File: config.mk
export PLATFORM = sky130hd
export DESIGN_NAME = bsr_regs
export DESIGN_NICKNAME = d
export VERILOG_FILES = /design/src/rtl/bsr_pkg.sv /design/src/rtl/bsr_regs.sv
export VERILOG_INCLUDE_DIRS = /design/src /design/src/rtl
export SDC_FILE = /design/constraint.sdc
export NUM_CORES = 1
export LEC_CHECK = 0
export BUFFER_PORTS_ARGS = -buffer_cell sky130_fd_sc_hd__buf_2
export CORE_MARGIN = 10
export CORE_UTILIZATION = 30
export DETAILED_ROUTE_END_ITERATION = 6
export PLACE_DENSITY = 0.56
export SLEW_MARGIN = 20
export SYNTH_ARGS = -nofsm -noshare
export SYNTH_HDL_FRONTEND = slang
export SYNTH_SLANG_ARGS = --single-unit
File: constraint.sdc
create_clock -name clk -period 3.5 [get_ports clk]
set_input_delay 0.175 -clock clk [delete_from_list [all_inputs] [get_ports clk]]
set_output_delay 0.175 -clock clk [all_outputs]
set_load 0.01 [all_outputs]
File: src/rtl/bsr_map.svh
// Register map, field positions and reset values of the setpoint and status registers
`ifndef BSR_MAP_SVH
`define BSR_MAP_SVH

`define BSR_ADDR_W         8
`define BSR_OFF_SETPOINT   8'h02
`define BSR_OFF_STATUS     8'h03
`define BSR_OFF_IRQ_STAT   8'h10
`define BSR_OFF_IRQ_MASK   8'h11
`define BSR_RST_SETPOINT   8'h00
`define BSR_RST_STATUS     8'h00
`define BSR_RST_MASK       8'h00
`define BSR_RST_EVENT      8'h00

`define BSR_BIT_WARN       7
`define BSR_BIT_ON         6
`define BSR_BIT_BOOT_ERR   5
`define BSR_BIT_RAMP_DONE  4
`define BSR_BIT_HICCUP     3
`define BSR_BIT_THERM      2
`define BSR_BIT_LATCH      1
`define BSR_BIT_PGOOD      0

`define BSR_CODE_FLOOR     8'h3b
`define BSR_CODE_FINE_LO   8'h3c
`define BSR_CODE_COARSE_LO 8'h80
`define BSR_MV_MIN         16'd600
`define BSR_MV_FINE_BASE   16'd610
`define BSR_MV_FINE_STEP   16'd10
`define BSR_MV_COARSE_BASE 16'd1300
`define BSR_MV_COARSE_STEP 16'd20

`endif

File: src/rtl/bsr_pkg.sv
// Types shared by the setpoint and status register block
package bsr_pkg;
  typedef struct packed {
    logic thermal_warning_flag;
    logic converter_on;
    logic boot_error;
    logic ramp_complete_flag;
    logic hiccup;
    logic thermal_fault_flag;
    logic latched_off;
    logic output_in_regulation;
  } bsr_status_t;

  typedef struct packed {
    logic       wr;
    logic       rd;
    logic [7:0] addr;
    logic [7:0] wdata;
  } bsr_req_t;
endpackage

File: src/rtl/bsr_regs.sv
// Setpoint code register, live status register and status-change interrupt
`include "bsr_map.svh"

module bsr_regs #(
  parameter int DATA_W = 8
) (
  input  wire logic                clk,
  input  wire logic                rst_n,
  input  wire bsr_pkg::bsr_req_t   bus_req,
  output logic [DATA_W-1:0]        rdata,
  input  wire bsr_pkg::bsr_status_t cond,
  output logic [7:0]               target_level_code,
  output logic [15:0]              setpoint_mv,
  output logic                     irq
);
  import bsr_pkg::*;

  // Byte lanes are fixed by the register map; other widths cannot be served
  if (DATA_W != 8) begin : g_data_w_check
    $error("bsr_regs supports only 8-bit data");
  end

  // Header constants must agree with the decoder and the bus;
  // a bad edit there is refused here, not seen later as a wrong voltage
  localparam int FINE_TOP_MV   = int'(`BSR_MV_FINE_BASE) +
    (int'(`BSR_CODE_COARSE_LO) - int'(`BSR_CODE_FINE_LO) - 1) * int'(`BSR_MV_FINE_STEP);
  localparam int COARSE_TOP_MV = int'(`BSR_MV_COARSE_BASE) +
    (int'(8'hff) - int'(`BSR_CODE_COARSE_LO)) * int'(`BSR_MV_COARSE_STEP);
  localparam int BIT_SET       = (1 << `BSR_BIT_WARN) | (1 << `BSR_BIT_ON) |
    (1 << `BSR_BIT_BOOT_ERR) | (1 << `BSR_BIT_RAMP_DONE) | (1 << `BSR_BIT_HICCUP) |
    (1 << `BSR_BIT_THERM) | (1 << `BSR_BIT_LATCH) | (1 << `BSR_BIT_PGOOD);

  if (`BSR_ADDR_W != 8) begin : g_addr_w_check
    $error("bsr_regs expects an 8-bit register address");
  end

  if ($bits(bsr_req_t) != 2 + 2 * `BSR_ADDR_W) begin : g_req_w_check
    $error("bus request layout does not match the address width");
  end

  if ($bits(bsr_status_t) != 8) begin : g_status_w_check
    $error("status word must be one byte");
  end

  if (BIT_SET != 32'h0000_00ff) begin : g_bits_check
    $error("status bit positions must cover one byte exactly once");
  end

  if (`BSR_CODE_FINE_LO != `BSR_CODE_FLOOR + 8'h01) begin : g_floor_check
    $error("fine region must start right above the floor codes");
  end

  if (`BSR_CODE_COARSE_LO <= `BSR_CODE_FINE_LO) begin : g_region_check
    $error("coarse region must start above the fine region");
  end

  if (`BSR_MV_FINE_BASE <= `BSR_MV_MIN) begin : g_fine_base_check
    $error("first fine step must lie above the floor voltage");
  end

  if (FINE_TOP_MV >= int'(`BSR_MV_COARSE_BASE)) begin : g_monotonic_check
    $error("setpoint would step down between the fine and coarse regions");
  end

  if (COARSE_TOP_MV > 32'h0000_ffff) begin : g_mv_w_check
    $error("top setpoint does not fit the millivolt output");
  end

  if (`BSR_RST_SETPOINT > `BSR_CODE_FLOOR) begin : g_reset_code_check
    $error("reset code must decode to the floor setpoint");
  end

  if (`BSR_OFF_SETPOINT == `BSR_OFF_STATUS || `BSR_OFF_IRQ_STAT == `BSR_OFF_IRQ_MASK) begin : g_offset_check
    $error("two registers share one address");
  end

  if (`BSR_OFF_IRQ_STAT == `BSR_OFF_SETPOINT || `BSR_OFF_IRQ_STAT == `BSR_OFF_STATUS) begin : g_event_offset_check
    $error("event register overlaps a setpoint or status address");
  end

  if (`BSR_OFF_IRQ_MASK == `BSR_OFF_SETPOINT || `BSR_OFF_IRQ_MASK == `BSR_OFF_STATUS) begin : g_mask_offset_check
    $error("mask register overlaps a setpoint or status address");
  end

  // True when the request carries the given register address
  function automatic logic addr_is(
    input bsr_req_t               req,
    input logic [`BSR_ADDR_W-1:0] addr
  );
    return req.addr == addr;
  endfunction

  // Write strobe aimed at one register
  function automatic logic wr_hit(
    input bsr_req_t               req,
    input logic [`BSR_ADDR_W-1:0] addr
  );
    return req.wr && addr_is(req, addr);
  endfunction

  // Read strobe aimed at one register
  function automatic logic rd_hit(
    input bsr_req_t               req,
    input logic [`BSR_ADDR_W-1:0] addr
  );
    return req.rd && addr_is(req, addr);
  endfunction

  function automatic logic code_in_floor(
    input logic [7:0] code
  );
    return code <= `BSR_CODE_FLOOR;
  endfunction

  function automatic logic code_in_coarse(
    input logic [7:0] code
  );
    return code >= `BSR_CODE_COARSE_LO;
  endfunction

  // Millivolt setpoint of one code
  function automatic logic [15:0] code_to_mv(
    input logic [7:0] code
  );
    logic [15:0] mv;
    logic [7:0]  steps;
    mv    = `BSR_MV_MIN;
    steps = 8'h00;
    if (code_in_floor(code)) begin
      mv = `BSR_MV_MIN;
    end else if (code_in_coarse(code)) begin
      steps = code - `BSR_CODE_COARSE_LO;
      mv    = `BSR_MV_COARSE_BASE + 16'(steps) * `BSR_MV_COARSE_STEP;
    end else begin
      steps = code - `BSR_CODE_FINE_LO;
      mv    = `BSR_MV_FINE_BASE + 16'(steps) * `BSR_MV_FINE_STEP;
    end
    return mv;
  endfunction

  function automatic logic [7:0] status_word(
    input bsr_status_t s
  );
    logic [7:0] w;
    w                     = 8'h00;
    w[`BSR_BIT_WARN]      = s.thermal_warning_flag;
    w[`BSR_BIT_ON]        = s.converter_on;
    w[`BSR_BIT_BOOT_ERR]  = s.boot_error;
    w[`BSR_BIT_RAMP_DONE] = s.ramp_complete_flag;
    w[`BSR_BIT_HICCUP]    = s.hiccup;
    w[`BSR_BIT_THERM]     = s.thermal_fault_flag;
    w[`BSR_BIT_LATCH]     = s.latched_off;
    w[`BSR_BIT_PGOOD]     = s.output_in_regulation;
    return w;
  endfunction

  // Write-one-to-clear with a same-cycle set taking priority
  function automatic logic [7:0] sticky_next(
    input logic [7:0] held,
    input logic       clr_en,
    input logic [7:0] clr,
    input logic [7:0] set
  );
    logic [7:0] v;
    v = held;
    if (clr_en) begin
      v = v & ~clr;
    end
    // Set after clear so a same-cycle change survives
    return v | set;
  endfunction

  // Interrupt level of one event word under its mask
  function automatic logic masked_any(
    input logic [7:0] evt,
    input logic [7:0] mask
  );
    return |(evt & mask);
  endfunction

  // Setpoint code and its decoded value
  logic [7:0]  code_reg;
  logic [7:0]  code_next;
  logic [15:0] mv_reg;
  logic [15:0] mv_next;

  // Live status and its one-cycle history
  bsr_status_t stat_reg;
  bsr_status_t stat_next;
  bsr_status_t prev_reg;
  bsr_status_t prev_next;

  // Sticky events and their mask
  logic [7:0]  evt_reg;
  logic [7:0]  evt_next;
  logic [7:0]  mask_reg;
  logic [7:0]  mask_next;
  logic [7:0]  change;

  // Registered bus answer and interrupt
  logic [7:0]  rdata_reg;
  logic [7:0]  rdata_next;
  logic        irq_reg;
  logic        irq_next;

  // Setpoint code: plain read-write byte
  always_comb begin
    code_next = code_reg;
    if (wr_hit(bus_req, `BSR_OFF_SETPOINT)) begin
      code_next = bus_req.wdata;
    end
  end

  always_ff @(posedge clk or negedge rst_n) begin
    if (!rst_n) begin
      code_reg <= `BSR_RST_SETPOINT;
    end else begin
      code_reg <= code_next;
    end
  end

  // Decoded from the next code so code and millivolts change on one edge
  always_comb begin
    mv_next = code_to_mv(code_next);
  end

  always_ff @(posedge clk or negedge rst_n) begin
    if (!rst_n) begin
      // Reset code lies in the floor region
      mv_reg <= `BSR_MV_MIN;
    end else begin
      mv_reg <= mv_next;
    end
  end

  // Status: conditions are levels, taken once per clock and never written
  always_comb begin
    stat_next = cond;
  end

  always_ff @(posedge clk or negedge rst_n) begin
    if (!rst_n) begin
      stat_reg <= `BSR_RST_STATUS;
    end else begin
      stat_reg <= stat_next;
    end
  end

  // History resets like the status, so no false event follows reset
  always_comb begin
    prev_next = stat_reg;
  end

  always_ff @(posedge clk or negedge rst_n) begin
    if (!rst_n) begin
      prev_reg <= `BSR_RST_STATUS;
    end else begin
      prev_reg <= prev_next;
    end
  end

  // Any edge of a status bit is an event
  assign change = status_word(stat_reg) ^ status_word(prev_reg);

  // Events: sticky, write one to clear
  always_comb begin
    evt_next = sticky_next(evt_reg, wr_hit(bus_req, `BSR_OFF_IRQ_STAT), bus_req.wdata, change);
  end

  always_ff @(posedge clk or negedge rst_n) begin
    if (!rst_n) begin
      evt_reg <= `BSR_RST_EVENT;
    end else begin
      evt_reg <= evt_next;
    end
  end

  // Mask: plain read-write byte, one bit per event
  always_comb begin
    mask_next = mask_reg;
    if (wr_hit(bus_req, `BSR_OFF_IRQ_MASK)) begin
      mask_next = bus_req.wdata;
    end
  end

  always_ff @(posedge clk or negedge rst_n) begin
    if (!rst_n) begin
      mask_reg <= `BSR_RST_MASK;
    end else begin
      mask_reg <= mask_next;
    end
  end

  // Read data stand for the one cycle after the strobe, zero otherwise
  always_comb begin
    rdata_next = 8'h00;
    if (rd_hit(bus_req, `BSR_OFF_SETPOINT)) begin
      rdata_next = code_reg;
    end else if (rd_hit(bus_req, `BSR_OFF_STATUS)) begin
      rdata_next = status_word(stat_reg);
    end else if (rd_hit(bus_req, `BSR_OFF_IRQ_STAT)) begin
      rdata_next = evt_reg;
    end else if (rd_hit(bus_req, `BSR_OFF_IRQ_MASK)) begin
      rdata_next = mask_reg;
    end else begin
      // Holes and idle cycles read zero
      rdata_next = 8'h00;
    end
  end

  always_ff @(posedge clk or negedge rst_n) begin
    if (!rst_n) begin
      rdata_reg <= 8'h00;
    end else begin
      rdata_reg <= rdata_next;
    end
  end

  // From next-state values so the level follows event and mask on one edge
  always_comb begin
    irq_next = masked_any(evt_next, mask_next);
  end

  always_ff @(posedge clk or negedge rst_n) begin
    if (!rst_n) begin
      irq_reg <= 1'b0;
    end else begin
      irq_reg <= irq_next;
    end
  end

  // Every output is a flop copy
  assign target_level_code = code_reg;
  assign setpoint_mv       = mv_reg;
  assign rdata             = rdata_reg;
  assign irq               = irq_reg;
endmodule

==> run_results.csv <==
group,metric,value,unit
run_status,outcome,"complete, no violations",
setup_path,required,3.70,ns
clock_network,cts_buffers,9,
synthesis,yosysTopAreaCellShare,39.9,%
synthesis,async_flop_share,100,%
routing,wl_met1,4310,µm
routing,firstDrtPassIters,4,
die,dieHeight,130,µm
final_layout,fin_cells,599,
synthesis,synth_ff_type,"dfrtp_1",
routing,drtAntennaViolNets,0,
placed_design,dp.cells,575,
global_routing,grt_max_degree,48,
setup_path,cp_slowest_cell,"nor4b_4",
synthesis,yosys_warnings,0,
synthesis,synthXorXnorAreaFrac,7.94,%
placed_design,place.port_buffers,57,
die,die_area,16900,µm²
timing,clock.fmax,304,MHz
power,fin_total_pwr,2.20,mW
setup_path,crit_buf_inv,2,
power,power_per_cell_area,450,nW/µm²
routing,top_layer,"met4",
final_layout,largest_reg_flops,13,
die,initial_utilization,30.4,%
die,coreArea,12000,µm²
timing,rsz0062_at_grt,"false",
synthesis,synth_area_leaders,"dfrtp_1, ha_1, xor2_1",
final_layout,fillCellCount,1189,
die,rows,40,
clock_network,cts_root_buf,"clkbuf_16",
synthesis,synth_fa_ha_area_share,10.0,%
clock_network,tritoncts,"done",
timing,setup_viol,0,
final_layout,drive_above_1_share,32.7,%
synthesis,ys_seq_elements,62,
routing,drt-total-wl,9700,µm
synthesis,postSynthAreaPerCell,10.7,µm²
run,maxCapViolCount,0,
synthesis,synth_top_family_by_area,"compound AO/OA/AOI/OAI gates",
synthesis,yosys.area_share.simple,13.3,%
routing,wl_met2,4630,µm
timing,fin_skew,0.00727,ns
final_layout,finalNetCount,504,
timing,hold_viol_final,0,
timing,period_minus_slack,3.29,ns
setup_path,cp-end-kind,"flip-flop",
power,cellLeakagePower,2.37,nW
die,io_pins,61,
routing,drt_iter0_markers,176,
synthesis,synth.area.mux_share,7.67,%
routing,drcViolationCount,0,
timing,slew_headroom,59.4,%
timing,tightest_slew,0.610,ns
synthesis,synth-compound-area-share,15.0,%
final_layout,antenna_cells,0,
final_layout,final_core_util,40.8,%
final_layout,area_growth,34.2,%
setup_path,path_delay_family,"adder cells",
setup_path,critPathLaunchType,"input port",
synthesis,synth_edf_count,0,
placed_design,dp_hpwl,7520,µm
setup_path,path_max_fanout,6,
clock_network,htree_num_levels,3,
global_routing,grt_pass1_vias,3060,
die,die_w,130,µm
power,peakVddDrop,0.213,mV
synthesis,synthDistinctLibCells,61,
timing,tns,0,ns
synthesis,yosys.area.top_type,"dfrtp_1",
clock_network,clock_latency,0.34,ns
routing,wl_met3,558,µm
global_routing,grtUsageTotal,12.3,%
synthesis,ys_seq_area_share,42.8,%
global_routing,grt_pass1_wl,16100,µm
setup_path,cp_common_cell,"ha_1",
timing,slew_viol_final,0,
timing,min_period_over_period,93.9,%
clock_network,clkSinkCount,62,
setup_path,crit_arrival,3.49,ns
routing,vias,2951,
routing,routed_via_density,4.93,
clock_network,path_clk_slew,0.05,ns
global_routing,grt_overflow_total,0,
setup_path,crit_chain,"buf_2, nor4b_4, nand3_4, mux2_2, ha_2, ha_1, ha_1, inv_1, fa_2, nand2b_4, a21oi_4, a31oi_1, xor2_1, a211oi_2, o221ai_1",
min_path,holdCritPathClass,"in -> reg",
clock_network,clockBufferDepth,2,
global_routing,grt_antenna_before_repair,1,
setup_path,cp_slowest_stage_delay,0.37,ns
placed_design,gp_congestion,0.801,
setup_path,path_class,"in -> reg",
synthesis,syn_area,3640,µm²
routing,routedWlPerCell,16.2,µm
synthesis,synth_cells,340,
## path summary, 6_finish.rpt
kind	to	slack (ns)	start	depth (start not counted)
setup / recovery	setpoint_mv[11]$_DFF_PN0_	0.21	bus_req[10]	15
hold / removal	mask_reg[6]$_DFF_PN0_	0.15	bus_req[6]	2
setup reg to reg	setpoint_mv[11]$_DFF_PN0_	0.32	target_level_code[2]$_DFF_PN0_	12
hold reg to reg	prev_reg[1]$_DFF_PN0_	0.41	prev_next[1]$_DFF_PN0_	0
max in group asynchronous	setpoint_mv[6]$_DFF_PN1_	2.37	rst_n	3
min in group asynchronous	prev_next[3]$_DFF_PN0_	0.40	rst_n	2
## cell type report
type | instances | area, µm² | area share [%]
clock buffers | 12 | 267 | 5.46
multi-input cells | 254 | 2060 | 42.1
clock inverters | 3 | 90.1 | 1.84
repair buffers | 105 | 671 | 13.7
inverters | 16 | 60.1 | 1.23
well taps | 147 | 184 | 3.77
flip-flops and latches | 62 | 1560 | 31.9
## per-stage QoR
step	hold WS [ns]	area [µm²]	worst slack, ns
floorplan	-0.121	3720	0.00941
global placement	0.283	4420	-0.139
detailed placement	0.284	4420	-0.207
CTS	0.0764	4860	0.158
global route	0.172	4880	0.0304
finish	0.152	4880	0.212
## synthesized netlist by cell type, types with 2 or more instances
master     instances
dfrtp_1           58
ha_1              26
nand2_1           21
xor2_1            20
nor2_1            16
inv_1             15
mux2_2            13
o22ai_1           13
xnor2_1           13
a21o_1            12
mux2i_1           11
nor2b_1           11
a21oi_1            9
o21ai_0            9
nand3_1            8
o21a_1             8
clkbuf_1           7
a31oi_1            5
dfstp_2            4
nand2b_1           4
and3_1             3
buf_4              3
nand4_1            3
a221oi_1           2
a22oi_1            2
a2bb2oi_1          2
a311oi_1           2
a41oi_1            2
fa_1               2
nand3b_1           2
nor4_1             2
o21bai_1           2
or2_2              2
## power by group
part           switching, mW  total (mW)  internal [mW]
registers             0.0193       0.769          0.750
clock network          0.314        1.06          0.749
logic                  0.194       0.366          0.173
## worst reg2reg max path: stages (launching register included)
cell,delay (ns)
dfrtp_1,0.43
mux2_2,0.35
ha_2,0.30
ha_1,0.29
ha_1,0.16
inv_1,0.06
fa_2,0.35
nand2b_4,0.16
a21oi_4,0.21
a31oi_1,0.15
xor2_1,0.18
a211oi_2,0.27
o221ai_1,0.15
## kinds of logic after synthesis
group	Yosys count
fa+ha+maj	28
buf+inv	27
simple gates	85
flops	62
mux	25
compound gates	79
xor+xnor	33
other cells	1
## repair_timing
action                     4_1_cts  5_1_grt
hold buffers                     8        1
setup endpoints to repair        0        2
buffers inserted                 0        0
hold endpoints to repair         8       45
gates resized for setup          0        2
## routing by layer
metal  vias up  GRT usage [%]
met3        16           3.08
met4         0           5.62
met5         -              0
met2        65           19.8
li1       1444              -
met1      1426           15.0
## cells in the final DEF (no fill, tap or decap), drive strengths merged, types with 3 or more instances in the layout
cell	synthesis	routed
buf	4	96
dfrtp	58	58
ha	26	26
nand2	21	21
xor2	20	20
nor2	16	16
inv	16	16
o22ai	13	13
mux2	13	13
xnor2	13	13
a21o	12	12
mux2i	12	12
clkbuf	7	12
nor2b	11	11
o21ai	10	10
dlygate4sd3	0	9
nand3	9	9
a21oi	9	9
o21a	8	8
a31oi	5	5
conb	1	4
dfstp	4	4
nand2b	4	4
and3	3	3
nand4	3	3
bufinv	0	3
nor4	3	3
No activity file was read; power rests on OpenSTA's default activity.
